$ cat config.mk
export PLATFORM = sky130hd
export DESIGN_NAME = peripheral_mode_registers
export DESIGN_NICKNAME = d
export VERILOG_FILES = /design/src/mode_reg_pkg.sv /design/src/peripheral_mode_registers.sv
export SDC_FILE = /design/constraint.sdc
export NUM_CORES = 1
export LEC_CHECK = 0
export BUFFER_PORTS_ARGS = -buffer_cell sky130_fd_sc_hd__buf_2
export CORE_ASPECT_RATIO = 0.7
export CORE_MARGIN = 10
export CORE_UTILIZATION = 62
export DETAILED_ROUTE_END_ITERATION = 8
export PLACE_DENSITY = 0.85
export SETUP_SLACK_MARGIN = 0.4
export SYNTH_ARGS = -nofsm -noshare
export SYNTH_HDL_FRONTEND = slang
export SYNTH_SLANG_ARGS = --single-unit
$ cat constraint.sdc
create_clock -name clk -period 5.1 [get_ports clk]
set_input_delay 0.765 -clock clk [delete_from_list [all_inputs] [get_ports clk]]
set_output_delay 0.765 -clock clk [all_outputs]
set_load 0.03 [all_outputs]
$ cat src/mode_reg_pkg.sv
// Purpose: Shared constants and types for the peripheral mode-register bank
// Assumes: Register select is the low pointer nibble issued with each core command
// Notes:   Sequencer lengths are whole system clock cycles
package mode_reg_pkg;

	// ****************************************************************
	// Register and port selects (low pointer nibble)
	// ****************************************************************
	localparam logic [3:0] ADDR_PORT_ZERO      = 4'h0;
	localparam logic [3:0] ADDR_PORT_ONE       = 4'h1;
	localparam logic [3:0] ADDR_PORT_TWO       = 4'h2;
	localparam logic [3:0] ADDR_ANALOG_SELECT  = 4'h3;
	localparam logic [3:0] ADDR_PORT_FOUR      = 4'h4;
	localparam logic [3:0] ADDR_PORT_FIVE      = 4'h5;
	localparam logic [3:0] ADDR_CONV_CONTROL   = 4'h8;
	localparam logic [3:0] ADDR_CONV_HIGH      = 4'h9;
	localparam logic [3:0] ADDR_TIMER_COUNT    = 4'ha;
	localparam logic [3:0] ADDR_TIMER_RELOAD   = 4'hb;
	localparam logic [3:0] ADDR_TIMER_CONTROL  = 4'hc;
	localparam logic [3:0] ADDR_INT_MASK       = 4'he;
	localparam logic [3:0] ADDR_PORT_TWO_DIR   = 4'hf;

	// ****************************************************************
	// Field positions
	// ****************************************************************
	localparam int CC_LSB_HI     = 7;
	localparam int CC_LSB_LO     = 6;
	localparam int CC_POWER      = 5;
	localparam int CC_COMPARE    = 4;
	localparam int CC_START      = 3;
	localparam int CC_MODE       = 2;
	localparam int TC_RUN        = 3;
	localparam int IM_TIMER      = 2;
	localparam int IM_PIN1       = 1;
	localparam int IM_PIN0       = 0;
	localparam int FLAG_PIN0     = 0;
	localparam int FLAG_PIN1     = 1;
	localparam int FLAG_TIMER    = 2;

	// ****************************************************************
	// Reset values and encodings
	// ****************************************************************
	localparam logic [7:0] RESET_BYTE     = 8'h00;
	localparam logic [3:0] RESET_NIBBLE   = 4'h0;
	localparam logic [3:0] PORT_ZERO_IDLE = 4'hf;
	localparam logic [3:0] PIN_IDLE       = 4'hf;
	localparam logic [7:0] COUNT_MAX      = 8'hff;
	localparam logic [1:0] CLK_SYS        = 2'b00;
	localparam logic [1:0] CLK_DIV7       = 2'b01;
	localparam logic [1:0] CLK_DIV15      = 2'b10;
	localparam logic [1:0] CLK_EXT        = 2'b11;
	localparam logic [6:0] DIV7_ALL_ONES  = 7'h7f;
	localparam logic [14:0] DIV15_ALL_ONES = 15'h7fff;

	// ****************************************************************
	// Timing
	// ****************************************************************
	localparam int DATA_BITS          = 10;
	localparam int SYS_REF_PERIOD_NS  = 5000;
	localparam int CONV_TIME_NS       = 152500;
	localparam int COMP_TIME_NS       = 62500;
	localparam int CONV_CYCLES = (CONV_TIME_NS + SYS_REF_PERIOD_NS - 1) / SYS_REF_PERIOD_NS;
	localparam int COMP_CYCLES = (COMP_TIME_NS + SYS_REF_PERIOD_NS - 1) / SYS_REF_PERIOD_NS;
	localparam int SAR_STEP    = CONV_CYCLES / DATA_BITS;
	localparam logic [5:0] CONV_LAST     = 6'(CONV_CYCLES - 1);
	localparam logic [5:0] COMP_LAST     = 6'(COMP_CYCLES - 1);
	localparam logic [1:0] SAR_STEP_LAST = 2'(SAR_STEP - 1);
	localparam logic [3:0] SAR_TOP_BIT   = 4'(DATA_BITS - 1);
	localparam logic [9:0] DAC_MID       = 10'h200;

	// ****************************************************************
	// Types
	// ****************************************************************
	typedef enum logic [2:0] {
		OP_NONE        = 3'h0,
		OP_READ        = 3'h1,
		OP_WRITE       = 3'h2,
		OP_PORT_AND    = 3'h3,
		OP_PORT_OR     = 3'h4,
		OP_LATCH_WRITE = 3'h5
	} core_op_t;

	typedef enum logic [2:0] {
		ST_IDLE    = 3'b001,
		ST_CONVERT = 3'b010,
		ST_COMPARE = 3'b100
	} conv_state_t;

	typedef struct packed {
		logic       valid;
		core_op_t   op;
		logic [3:0] addr;
		logic [3:0] second;
		logic [3:0] acc;
	} core_cmd_t;

	typedef struct packed {
		logic       valid;
		logic [3:0] second;
		logic [3:0] acc;
	} read_reply_t;

endpackage : mode_reg_pkg

$ cat src/peripheral_mode_registers.sv
// Purpose: Converter, timer, mask, direction and port registers behind core I/O commands
// Assumes: Core commands and pins are synchronous to clk, the system clock
// Notes:   Analog front end lies outside; it returns one comparator level
`timescale 1ns/1ns
`default_nettype none

// Contract
// - Conversion by successive approximation, result stored
// - Conversion lasts fixed count of system cycles
// - Comparison writes outcome into control bit four
// - Comparison lasts fixed count of system cycles
// - Register widths eight or four bits
// - Analog select bit makes pin analog input
// - Control bits seven, six hold result low bits
// - High data register holds upper eight bits
// - Power bit enables converter, cleared at end
// - Compare bit one when pin not below
// - Start bit set by software, cleared at end
// - Control bit two selects comparison mode
// - Control bits one, zero pick channel
// - Count reloads on overflow or write; read splits
// - Reload register written and read as nibbles
// - Timer control bit three runs timer
// - Timer control low bits pick count clock
// - Mask bits enable timer, pin one, pin zero
// - Direction bit makes port two pin output
// - Ports four, five follow last access direction
// - Pins two, three always release standby
// - Compare bit access has no side effect
// - Overflow and pin zero, pin one falling edges set flags
module peripheral_mode_registers (
	input  wire logic                      clk,
	input  wire logic                      rst_n,
	input  wire mode_reg_pkg::core_cmd_t   cmd,
	output var  mode_reg_pkg::read_reply_t reply,
	input  wire logic [2:0]                flag_clear,
	output var  logic [2:0]                request_flags,
	output var  logic [2:0]                irq_request,
	output var  logic                      standby_release,
	input  wire logic                      analog_above,
	output var  logic [9:0]                dac_code,
	output var  logic                      converter_power,
	output var  logic [1:0]                converter_channel,
	output var  logic [3:0]                analog_pin_enable,
	input  wire logic [3:0]                input_port_one,
	input  wire logic [3:0]                analog_input_port,
	output var  logic [3:0]                inverted_output_port,
	input  wire logic [3:0]                bidir_port_two_in,
	output var  logic [3:0]                bidir_port_two_out,
	output var  logic [3:0]                bidir_port_two_oe,
	input  wire logic [3:0]                bidir_port_four_in,
	output var  logic [3:0]                bidir_port_four_out,
	output var  logic                      bidir_port_four_oe,
	input  wire logic [3:0]                bidir_port_five_in,
	output var  logic [3:0]                bidir_port_five_out,
	output var  logic                      bidir_port_five_oe
);

	// ****************************************************************
	// Command decode
	// ****************************************************************
	mode_reg_pkg::conv_state_t state;
	logic [7:0]  converter_control;
	logic [7:0]  converter_high_data;
	logic [7:0]  timer_count;
	logic [7:0]  timer_reload;
	logic [3:0]  timer_control;
	logic [3:0]  interrupt_mask;
	logic [5:0]  seq_count;
	logic [1:0]  step_count;
	logic [3:0]  bit_index;
	logic [14:0] divider;
	logic [3:0]  pin_prev;
	logic [1:0]  pin_fall;
	logic [2:0]  next_flags;
	logic        count_tick;
	logic        overflow;
	logic       do_read;
	logic       do_write;
	logic       do_and;
	logic       do_or;
	logic [7:0] wr_byte;
	logic       ctrl_write;
	logic       start_op;
	logic       conv_end;
	logic       comp_end;
	logic       count_write;

	assign do_read     = cmd.valid && (cmd.op == mode_reg_pkg::OP_READ);
	assign do_write    = cmd.valid && (cmd.op == mode_reg_pkg::OP_WRITE);
	assign do_and      = cmd.valid && (cmd.op == mode_reg_pkg::OP_PORT_AND);
	assign do_or       = cmd.valid && (cmd.op == mode_reg_pkg::OP_PORT_OR);
	assign wr_byte     = {cmd.second, cmd.acc};
	assign ctrl_write  = do_write && (cmd.addr == mode_reg_pkg::ADDR_CONV_CONTROL);
	assign start_op    = ctrl_write && wr_byte[mode_reg_pkg::CC_START]
	                     && wr_byte[mode_reg_pkg::CC_POWER];
	assign conv_end    = state == mode_reg_pkg::ST_CONVERT && seq_count == mode_reg_pkg::CONV_LAST;
	assign comp_end    = state == mode_reg_pkg::ST_COMPARE && seq_count == mode_reg_pkg::COMP_LAST;
	assign count_write = do_write && (cmd.addr == mode_reg_pkg::ADDR_TIMER_COUNT);
	// ****************************************************************
	// Converter sequencer and its registers
	// ****************************************************************
	always_ff @(posedge clk or negedge rst_n) begin
		if (!rst_n) begin
			state               <= mode_reg_pkg::ST_IDLE;
			converter_control   <= mode_reg_pkg::RESET_BYTE;
			converter_high_data <= mode_reg_pkg::RESET_BYTE;
			dac_code            <= mode_reg_pkg::DAC_MID;
			seq_count           <= '0;
			step_count          <= '0;
			bit_index           <= mode_reg_pkg::SAR_TOP_BIT;
		end else begin
			if (do_write && (cmd.addr == mode_reg_pkg::ADDR_CONV_HIGH)) begin
				converter_high_data <= wr_byte;
			end
			case (state)
				mode_reg_pkg::ST_IDLE: begin
					seq_count <= '0;
				end
				mode_reg_pkg::ST_CONVERT: begin
					seq_count <= 6'(seq_count + 6'h1);
					if (step_count == mode_reg_pkg::SAR_STEP_LAST) begin
						step_count <= '0;
						if (!analog_above) begin
							dac_code[bit_index] <= 1'b0;
						end
						if (bit_index != 4'h0) begin
							dac_code[4'(bit_index - 4'h1)] <= 1'b1;
						end
						bit_index <= 4'(bit_index - 4'h1);
					end else begin
						step_count <= 2'(step_count + 2'h1);
					end
					if (conv_end) begin
						state                                 <= mode_reg_pkg::ST_IDLE;
						converter_high_data                   <= dac_code[9:2];
						converter_control[mode_reg_pkg::CC_LSB_HI:mode_reg_pkg::CC_LSB_LO]
						                                      <= dac_code[1:0];
						converter_control[mode_reg_pkg::CC_POWER] <= 1'b0;
						converter_control[mode_reg_pkg::CC_START] <= 1'b0;
					end
				end
				mode_reg_pkg::ST_COMPARE: begin
					seq_count <= 6'(seq_count + 6'h1);
					if (comp_end) begin
						state <= mode_reg_pkg::ST_IDLE;
						converter_control[mode_reg_pkg::CC_COMPARE] <= analog_above;
						converter_control[mode_reg_pkg::CC_POWER]   <= 1'b0;
						converter_control[mode_reg_pkg::CC_START]   <= 1'b0;
					end
				end
				default: begin
					state <= mode_reg_pkg::ST_IDLE;
				end
			endcase
			// Software write comes last so a start in the ending cycle is kept
			if (ctrl_write) begin
				converter_control[7:5] <= wr_byte[7:5];
				converter_control[2:0] <= wr_byte[2:0];
				converter_control[mode_reg_pkg::CC_START] <= start_op;
				seq_count  <= '0;
				step_count <= '0;
				bit_index  <= mode_reg_pkg::SAR_TOP_BIT;
				if (!start_op) begin
					state <= mode_reg_pkg::ST_IDLE;
				end else if (wr_byte[mode_reg_pkg::CC_MODE]) begin
					state    <= mode_reg_pkg::ST_COMPARE;
					dac_code <= {converter_high_data, wr_byte[7:6]};
				end else begin
					state    <= mode_reg_pkg::ST_CONVERT;
					dac_code <= mode_reg_pkg::DAC_MID;
				end
			end
		end
	end

	// ****************************************************************
	// Converter pin and power outputs
	// ****************************************************************
	always_ff @(posedge clk or negedge rst_n) begin
		if (!rst_n) begin
			analog_pin_enable <= mode_reg_pkg::RESET_NIBBLE;
			converter_power   <= 1'b0;
			converter_channel <= 2'b00;
		end else begin
			if (do_write && (cmd.addr == mode_reg_pkg::ADDR_ANALOG_SELECT)) begin
				analog_pin_enable <= cmd.acc;
			end
			converter_power   <= converter_control[mode_reg_pkg::CC_POWER];
			converter_channel <= converter_control[1:0];
		end
	end

	// ****************************************************************
	// Timer divider, clock select and counter
	// ****************************************************************
	always_comb begin
		case (timer_control[1:0])
			mode_reg_pkg::CLK_SYS:   count_tick = 1'b1;
			mode_reg_pkg::CLK_DIV7:  count_tick = (divider[6:0] == mode_reg_pkg::DIV7_ALL_ONES);
			mode_reg_pkg::CLK_DIV15: count_tick = (divider == mode_reg_pkg::DIV15_ALL_ONES);
			mode_reg_pkg::CLK_EXT:   count_tick = pin_fall[1];
			default:                 count_tick = 1'b0;
		endcase
	end

	assign overflow = timer_control[mode_reg_pkg::TC_RUN] && count_tick && !count_write
	                  && (timer_count == mode_reg_pkg::COUNT_MAX);
	always_ff @(posedge clk or negedge rst_n) begin
		if (!rst_n) begin
			divider <= '0;
		end else begin
			divider <= 15'(divider + 15'h1);
		end
	end
	always_ff @(posedge clk or negedge rst_n) begin
		if (!rst_n) begin
			timer_count   <= mode_reg_pkg::RESET_BYTE;
			timer_reload  <= mode_reg_pkg::RESET_BYTE;
			timer_control <= mode_reg_pkg::RESET_NIBBLE;
		end else begin
			if (do_write && (cmd.addr == mode_reg_pkg::ADDR_TIMER_RELOAD)) begin
				timer_reload <= wr_byte;
			end
			if (do_write && (cmd.addr == mode_reg_pkg::ADDR_TIMER_CONTROL)) begin
				timer_control <= {cmd.acc[3], 1'b0, cmd.acc[1:0]};
			end
			if (count_write) begin
				timer_count <= timer_reload;
			end else if (overflow) begin
				timer_count <= timer_reload;
			end else if (timer_control[mode_reg_pkg::TC_RUN] && count_tick) begin
				timer_count <= 8'(timer_count + 8'h1);
			end
		end
	end

	// ****************************************************************
	// Pin edges, request flags and standby release
	// ****************************************************************
	genvar pin;
	generate
		for (pin = 0; pin < 2; pin++) begin : g_pin_edge
			assign pin_fall[pin] = pin_prev[pin] && !input_port_one[pin];
		end
	endgenerate
	always_comb begin
		// A new event wins over a clear in the same cycle
		next_flags = request_flags & ~flag_clear;
		next_flags[mode_reg_pkg::FLAG_PIN0]  = next_flags[mode_reg_pkg::FLAG_PIN0] | pin_fall[0];
		next_flags[mode_reg_pkg::FLAG_PIN1]  = next_flags[mode_reg_pkg::FLAG_PIN1] | pin_fall[1];
		next_flags[mode_reg_pkg::FLAG_TIMER] = next_flags[mode_reg_pkg::FLAG_TIMER] | overflow;
	end

	always_ff @(posedge clk or negedge rst_n) begin
		if (!rst_n) begin
			pin_prev        <= mode_reg_pkg::PIN_IDLE;
			request_flags   <= 3'b000;
			irq_request     <= 3'b000;
			interrupt_mask  <= mode_reg_pkg::RESET_NIBBLE;
			standby_release <= 1'b0;
		end else begin
			pin_prev      <= input_port_one;
			request_flags <= next_flags;
			if (do_write && (cmd.addr == mode_reg_pkg::ADDR_INT_MASK)) begin
				interrupt_mask <= {1'b0, cmd.acc[2:0]};
			end
			irq_request <= next_flags & interrupt_mask[2:0];
			standby_release <= !input_port_one[2] || !input_port_one[3]
			                   || (interrupt_mask[mode_reg_pkg::IM_PIN0] && !input_port_one[0])
			                   || (interrupt_mask[mode_reg_pkg::IM_PIN1] && !input_port_one[1])
			                   || (interrupt_mask[mode_reg_pkg::IM_TIMER]
			                       && next_flags[mode_reg_pkg::FLAG_TIMER]);
		end
	end

	// ****************************************************************
	// Port latches and directions
	// ****************************************************************
	always_ff @(posedge clk or negedge rst_n) begin
		if (!rst_n) begin
			inverted_output_port <= mode_reg_pkg::PORT_ZERO_IDLE;
			bidir_port_two_out   <= mode_reg_pkg::RESET_NIBBLE;
			bidir_port_two_oe    <= mode_reg_pkg::RESET_NIBBLE;
			bidir_port_four_out  <= mode_reg_pkg::RESET_NIBBLE;
			bidir_port_five_out  <= mode_reg_pkg::RESET_NIBBLE;
			bidir_port_four_oe   <= 1'b0;
			bidir_port_five_oe   <= 1'b0;
		end else begin
			if ((cmd.valid && (cmd.op == mode_reg_pkg::OP_LATCH_WRITE))
			    || (do_write && (cmd.addr == mode_reg_pkg::ADDR_PORT_ZERO))) begin
				inverted_output_port <= ~cmd.acc;
			end else if (do_and && (cmd.addr == mode_reg_pkg::ADDR_PORT_ZERO)) begin
				inverted_output_port <= ~(~inverted_output_port & cmd.acc);
			end else if (do_or && (cmd.addr == mode_reg_pkg::ADDR_PORT_ZERO)) begin
				inverted_output_port <= inverted_output_port & ~cmd.acc;
			end
			if (do_write && (cmd.addr == mode_reg_pkg::ADDR_PORT_TWO_DIR)) begin
				bidir_port_two_oe <= cmd.acc;
			end
			if (cmd.addr == mode_reg_pkg::ADDR_PORT_TWO) begin
				if (do_write) bidir_port_two_out <= cmd.acc;
				if (do_and)   bidir_port_two_out <= bidir_port_two_out & cmd.acc;
				if (do_or)    bidir_port_two_out <= bidir_port_two_out | cmd.acc;
			end
			if (cmd.addr == mode_reg_pkg::ADDR_PORT_FOUR) begin
				if (do_write) bidir_port_four_out <= cmd.acc;
				if (do_and)   bidir_port_four_out <= bidir_port_four_out & cmd.acc;
				if (do_or)    bidir_port_four_out <= bidir_port_four_out | cmd.acc;
				if (do_write || do_and || do_or) bidir_port_four_oe <= 1'b1;
				if (do_read)  bidir_port_four_oe <= 1'b0;
			end
			if (cmd.addr == mode_reg_pkg::ADDR_PORT_FIVE) begin
				if (do_write) bidir_port_five_out <= cmd.acc;
				if (do_and)   bidir_port_five_out <= bidir_port_five_out & cmd.acc;
				if (do_or)    bidir_port_five_out <= bidir_port_five_out | cmd.acc;
				if (do_write || do_and || do_or) bidir_port_five_oe <= 1'b1;
				if (do_read)  bidir_port_five_oe <= 1'b0;
			end
		end
	end

	// ****************************************************************
	// Read reply
	// ****************************************************************
	always_ff @(posedge clk or negedge rst_n) begin
		if (!rst_n) begin
			reply <= '0;
		end else begin
			reply.valid  <= do_read;
			reply.second <= 4'h0;
			reply.acc    <= 4'h0;
			if (do_read) begin
				case (cmd.addr)
					mode_reg_pkg::ADDR_PORT_ONE:      reply.acc <= input_port_one;
					mode_reg_pkg::ADDR_PORT_TWO:      reply.acc <= bidir_port_two_in;
					mode_reg_pkg::ADDR_ANALOG_SELECT: reply.acc <= analog_pin_enable;
					mode_reg_pkg::ADDR_PORT_FOUR:     reply.acc <= bidir_port_four_in;
					mode_reg_pkg::ADDR_PORT_FIVE:     reply.acc <= bidir_port_five_in;
					mode_reg_pkg::ADDR_CONV_CONTROL:  {reply.second, reply.acc} <= converter_control;
					mode_reg_pkg::ADDR_CONV_HIGH:     {reply.second, reply.acc} <= converter_high_data;
					mode_reg_pkg::ADDR_TIMER_COUNT:   {reply.second, reply.acc} <= timer_count;
					mode_reg_pkg::ADDR_TIMER_RELOAD:  {reply.second, reply.acc} <= timer_reload;
					mode_reg_pkg::ADDR_TIMER_CONTROL: reply.acc <= timer_control;
					mode_reg_pkg::ADDR_INT_MASK:      reply.acc <= interrupt_mask;
					mode_reg_pkg::ADDR_PORT_TWO_DIR:  reply.acc <= bidir_port_two_oe;
					default:                          reply.acc <= 4'h0;
				endcase
			end
		end
	end

	// ****************************************************************
	// Assertions
	// ****************************************************************
	AST_CONV_RESULT: assert property (@(posedge clk) disable iff (!rst_n)
		(conv_end && !ctrl_write) |=> ({converter_high_data, converter_control[7:6]} == $past(dac_code)))
		else $error("conversion result not stored");
	AST_CONV_LENGTH: assert property (@(posedge clk) disable iff (!rst_n)
		((state == mode_reg_pkg::ST_CONVERT) && ($past(state) == mode_reg_pkg::ST_CONVERT)
		 && !$past(ctrl_write)) |-> (seq_count == 6'($past(seq_count) + 6'h1)))
		else $error("conversion counter did not advance");
	AST_CONV_ENDS: assert property (@(posedge clk) disable iff (!rst_n)
		((state == mode_reg_pkg::ST_CONVERT) && !ctrl_write ##1 (state == mode_reg_pkg::ST_IDLE))
		|-> ($past(seq_count) == mode_reg_pkg::CONV_LAST))
		else $error("conversion ended at the wrong cycle");
	AST_COMP_ENDS: assert property (@(posedge clk) disable iff (!rst_n)
		((state == mode_reg_pkg::ST_COMPARE) && !ctrl_write ##1 (state == mode_reg_pkg::ST_IDLE))
		|-> ($past(seq_count) == mode_reg_pkg::COMP_LAST))
		else $error("comparison ended at the wrong cycle");
	AST_COMP_RESULT: assert property (@(posedge clk) disable iff (!rst_n)
		(comp_end && !ctrl_write) |=> (converter_control[mode_reg_pkg::CC_COMPARE]
		== $past(analog_above)) && !converter_control[mode_reg_pkg::CC_START]
		&& !converter_control[mode_reg_pkg::CC_POWER])
		else $error("comparison outcome or end flags wrong");
	AST_BUSY_FLAG: assert property (@(posedge clk) disable iff (!rst_n)
		(state != mode_reg_pkg::ST_IDLE) |-> converter_control[mode_reg_pkg::CC_START])
		else $error("start bit low while operation runs");
	AST_COUNT_RELOAD: assert property (@(posedge clk) disable iff (!rst_n)
		(count_write || overflow) |=> (timer_count == $past(timer_reload)))
		else $error("count not reloaded");
	AST_OVERFLOW_FLAG: assert property (@(posedge clk) disable iff (!rst_n)
		overflow |=> request_flags[mode_reg_pkg::FLAG_TIMER])
		else $error("overflow did not set timer flag");
	AST_TIMER_STOP: assert property (@(posedge clk) disable iff (!rst_n)
		(!timer_control[mode_reg_pkg::TC_RUN] && !count_write) |=> $stable(timer_count))
		else $error("stopped timer moved");
	AST_PORT_FOUR_DIR: assert property (@(posedge clk) disable iff (!rst_n)
		(do_read && cmd.addr == mode_reg_pkg::ADDR_PORT_FOUR) |=> !bidir_port_four_oe ##1 1'b1)
		else $error("port four not input after read");

endmodule : peripheral_mode_registers

`default_nettype wire

Yosys cells after proc, flatten, opt, wreduce, memory -nomap -nowiden. Cells that the tools add are included.

Bits in registers: 125. Output and inout bits: 55. Word-level logic and storage cells: 215.

Add/sub/neg operators: 5. Magnitude comparators: 4. Eq/ne operators: 32. Multiplexer cells: 57. Bitwise logic cells: 20. Reductions and logical operators: 65.

Operator list (number): $mux W10 (9); $mux W4 (14); $mux W8 (7); $pmux W4 S12 (1); $logic_and A1 B1 Y1 (30); $eq A4 B4 Y1 const B (7); $mux W3 (8); $and A4 B4 Y4 (5); $pmux W4 S4 (1); $reduce_and A2 Y1 (8); $add A15 B1 Y15 const B (1); $eq A15 B15 Y1 const B (1); $reduce_bool A3 Y1 (5); $not A4 Y4 (3); $or A4 B4 Y4 (3); $pmux W6 S2 (1); $and A10 B10 Y10 (1); $lt A4 B5 Y1 const B (2); $not A10 Y10 (1); $or A10 B10 Y10 (1); $eq A3 B2 Y1 const B (3); $eq A3 B3 Y1 const B (3); $pmux W3 S3 (1); $add A8 B1 Y8 const B (1); 33 further kinds (66).

Longest topological paths before layout.
Word-level depth: 15. Mapped depth: 8. Depth with buffers taken out: 7.

Worst setup path before layout. Ideal clock, no wire load.

Kind: input to register. Start: input port cmd[13] (netlist bit). End: register dac_code[3]. Library setup time: 135 ps. Data arrival time: 2257 ps. Path slack: 2708 ps. Stages on the path: 6. Path through: clkbuf_1 > nor4bb_1 > and3_1 > and3_1 > clkbuf_1 > o21ai_0.

Word-level cells in the longest chain between the ends: 7.

RTL lines: start: declaration (line peripheral_mode_registers.sv:34) `input wire mode_reg_pkg::core_cmd_t cmd,`; $eq A3 B2 Y1 (*) (line peripheral_mode_registers.sv:90) `assign do_write = cmd.valid && (cmd.op == mode_reg_pkg::OP_WRITE);`; $logic_and A1 B1 Y1 (*) (line peripheral_mode_registers.sv:90); $logic_and A1 B1 Y1 (*) (line peripheral_mode_registers.sv:94) `assign ctrl_write = do_write && (cmd.addr == mode_reg_pkg::ADDR_CONV_CONTROL);`; $logic_and A1 B1 Y1 (line peripheral_mode_registers.sv:95) `assign start_op = ctrl_write && wr_byte[mode_reg_pkg::CC_START]`; $logic_and A1 B1 Y1 (line peripheral_mode_registers.sv:96) `&& wr_byte[mode_reg_pkg::CC_POWER];`; $mux W10 (line peripheral_mode_registers.sv:164) `if (!start_op) begin`; $mux W10 (*) (line peripheral_mode_registers.sv:157) `if (ctrl_write) begin`; end signal: assignment (line peripheral_mode_registers.sv:108) `dac_code <= mode_reg_pkg::DAC_MID;`; end signal: assignment (line peripheral_mode_registers.sv:168) `dac_code <= {converter_high_data, wr_byte[7:6]};`; end signal: assignment (line peripheral_mode_registers.sv:171) `dac_code <= mode_reg_pkg::DAC_MID;`; end: declaration (line peripheral_mode_registers.sv:41) `output var logic [9:0] dac_code,`.

Every way passes the cells marked *; elsewhere a longest branch is shown, timed or not. A chain may end at the register's enable or synchronous reset.

Final worst setup path.
Start: register divider[0]. End: register timer_count[4].

Word-level cells in the longest chain between the ends: 7.

RTL lines: start: declaration (line peripheral_mode_registers.sv:72) `logic [14:0] divider;`; start signal: assignment (line peripheral_mode_registers.sv:213) `divider <= 15'(divider + 15'h1);`; $eq A15 B15 Y1 or $eq A7 B7 Y1 (tied branches) (line peripheral_mode_registers.sv:201, peripheral_mode_registers.sv:200); $pmux W1 S4 (*) (line peripheral_mode_registers.sv:198) `case (timer_control[1:0])`; $logic_and A1 B1 Y1 (*) (line peripheral_mode_registers.sv:207, peripheral_mode_registers.sv:232); $logic_and A1 B1 Y1 (line peripheral_mode_registers.sv:207) `assign overflow = timer_control[mode_reg_pkg::TC_RUN] && count_tick && !count_write`; $logic_and A1 B1 Y1 (line peripheral_mode_registers.sv:208) `&& (timer_count == mode_reg_pkg::COUNT_MAX);`; $mux W8 (line peripheral_mode_registers.sv:230) `end else if (overflow) begin`; $mux W8 (line peripheral_mode_registers.sv:228) `if (count_write) begin`; end signal: assignment (line peripheral_mode_registers.sv:229) `timer_count <= timer_reload;`; end signal: assignment (line peripheral_mode_registers.sv:231) `timer_count <= timer_reload;`; end signal: assignment (line peripheral_mode_registers.sv:233) `timer_count <= 8'(timer_count + 8'h1);`; end: declaration (line peripheral_mode_registers.sv:65) `logic [7:0] timer_count;`.

Marks and branches as above.

==> reports/qor.csv <==
metric,value,unit
total clock buffers created by CTS,17,
initial core utilization,63.4,%
worst path cell trace,ha_1 -> nand4_2 -> or4_4 -> a211oi_2 -> a21oi_1 -> o221a_2,
PwrDens,339,mW/mm2
initial antenna violation count,0,
share of cells above drive strength 1,22.9,%
Residual DRC,0,
Ant. Diodes,0,
Post-Syn Nets,734,
final net count,814,
largest net degree at the start of global routing,71,
worst skew pair latency,0.42,ns
Post-synth ARST share,100,%
Final Hold Fails,0,
Slew @ Worst Pin,0.896,ns
max_cap viols,0,
setup tns final,0,ns
post-synthesis sequential area ratio,47.8,%
DR top layer,met4,
unrepaired setup endpoints after global routing,no,
die width,143,um
total vias in the final route,5841,
prevailing post-synth register cell,dfrtp_1,
routed vias/inst,6.45,
# IOs,97,
P_leak,3.58,nW
Max rail drop VDD,0.253,mV
yosys warns,0,
"Cell Area, Synth",0.00657,mm2
CP Class,flip-flop to flip-flop,
first-pass GRT wire length,30700,um
# clock sinks,125,
Site Rows,31,
status,finished clean,
Synth top area share,43.8,%
PostCTS Resize Cnt,0,
CP Capture Type,flip-flop,
slowest CP cell,or4_4,
layout overhead on the synthesized area,16.9,%
clock-pin slew on the worst setup and hold paths,0.06,ns
clock skew,0.00749,ns
total global-route track usage,25.1,%
routed wire length,18900,um
CP Buf/Inv Count,0,
full die area,0.0152,mm2
cell family with most CP delay,compound AO/OA/AOI/OAI gates,
routed wl met2,8790,um
HPWL after detailed placement,13400,um
Worst Hold Class,flip-flop to flip-flop,
top post-synthesis cells by area,"dfrtp_1 44%, mux2_2 4.3%, a21oi_1 4.2%, nand2_1 4.1%, dfstp_2 4.0%",
GRT Residual Overflow,0,
Met1 Wirelength,7830,um
CTS Hold Bufs,0,
crit path DAT,3.01,ns
H-tree levels,4,
setup bufs post-CTS,0,
Final Max Tran Viols,0,
DR WL/cell,20.9,um
crit share post-route,53.1,%
slowest cell delay on critical path,0.59,ns
first-pass detailed-route iteration total,6,
count of different cell masters after synthesis,67,
PortBufs,92,
CTS Buffer Depth,2,
cells after synthesis,680,
final instance area,0.00768,mm2
Root Buffer,clkbuf_16,
Synth area leader,dfrtp_1,
core area,0.0104,mm2
Placer Congestion,0.939,
WP data required,5.40,ns
fillers,703,
Critical Path Start Type,flip-flop,
Slew headroom,40.2,%
Final ANT Viol Nets,0,
fin crit period,2.71,ns
fmax,369,MHz
CTS tree,built,
vias in the first global route,5830,
Mean Syn Cell Area,9.66,um2
wire length on met3,1890,um
initial detailed-routing violation count,679,
post-synthesis register bit count,125,
Post-DP Area,0.00709,mm2
number of flops mapped to enable cells by yosys,0,
CP Max Fanout,9,
final setup vio count,0,
Die Y,106,um
==> cell usage in the layout (no fill, tap or decap), types with 6 or more instances in the layout <==
cell,count
dfrtp_1,115
buf_2,91
nand2_1,71
a21oi_1,55
nor2_1,47
nand3_1,39
o21ai_0,35
inv_1,31
mux2_2,25
mux2i_1,18
clkbuf_16,17
a31oi_1,13
ha_1,12
and3_1,10
o22ai_1,10
xnor2_1,10
dfstp_2,10
nand2b_1,9
nor2b_1,9
nand3b_1,9
nor3_1,8
xor2_1,8
nand4_1,7
and2_1,6
a211o_1,6
a211oi_1,6
buf_4,6
==> registers in the layout, indices dropped and copies added (netlist names), 4 cells and up <==
name and cells:
divider 15, dac_code 10, reply 9, converter_control 8, converter_high_data 8, timer_count 8
timer_reload 8, seq_count 6, analog_pin_enable 4, bidir_port_five_out 4, bidir_port_four_out 4, bidir_port_two_oe 4
bidir_port_two_out 4, bit_index 4, inverted_output_port 4
==> metal layers <==
layer / vias up / track usage [%]
met3: 48 / 6.85
met4: 0 / 8.44
met2: 351 / 39.4
li1: 2619 / -
met1: 2823 / 33.0
met5: - / 0
==> final cells by class <==
class	instances	area [um2]	share of cell area [%]
multi-input cells	488	3170	41.3
flip-flops and latches	125	3140	40.9
repair buffers	97	500	6.52
clock buffers	19	443	5.77
well taps	132	165	2.15
clock inverters	13	144	1.87
inverters	31	116	1.52
==> path summary, 6_finish.rpt <==
check,start,slack (ns),endpoint,depth (start not counted)
max,divider[0],2.39,timer_count[4],6
min,converter_control[5],0.41,converter_power,0
max reg2reg,divider[0],2.39,timer_count[4],6
min reg2reg,converter_control[5],0.41,converter_power,0
max in group asynchronous,rst_n,3.62,state[0],2
min in group asynchronous,rst_n,0.47,bidir_port_two_out[0],1
==> Yosys cell counts, types with 6 or more instances <==
cell type and n:
dfrtp_1 115, nand2_1 71, a21oi_1 55, nor2_1 47, nand3_1 39, o21ai_0 35, clkbuf_1 33, inv_1 31
mux2_2 25, mux2i_1 18, a31oi_1 13, ha_1 12, and3_1 10, dfstp_2 10, o22ai_1 10, xnor2_1 10
nand2b_1 9, nand3b_1 9, nor2b_1 9, nor3_1 8, xor2_1 8, nand4_1 7, a211o_1 6, a211oi_1 6
and2_1 6
==> report_power, final <==
part | leakage (nW) | internal (W) | switching (W)
Combinational | 1.76 | 0.000112 | 0.000175
Clock | 0.275 | 0.000732 | 0.000454
Sequential | 1.55 | 0.00105 | 0.0000730
==> metrics by stage <==
step                hold WS, ns  power (W)  std cells  util, %  setup slack (ns)
floorplan                 0.366    0.00130        680        -              2.71
global placement          0.392    0.00140        873     68.5              2.25
detailed placement        0.390    0.00142        873     68.5              2.17
CTS                       0.410    0.00260        905     74.2              2.46
global route              0.429    0.00269        905     74.2              2.31
finish                    0.411    0.00260        905     74.2              2.39
==> logic make-up (layout without fill, tap and decap cells) <==
logic type	count (synthesis)	count (layout)	synth area share, %
AND/OR/NAND/NOR	244	244	18.9
AO/OA/AOI/OAI	167	167	16.2
flip-flops	125	125	47.8
buffers and inverters	67	160	3.94
multiplexers	47	47	8.40
XOR/XNOR	18	18	2.40
adder cells (fa/ha/maj)	12	12	2.29
No activity file was read; power rests on OpenSTA's default activity.
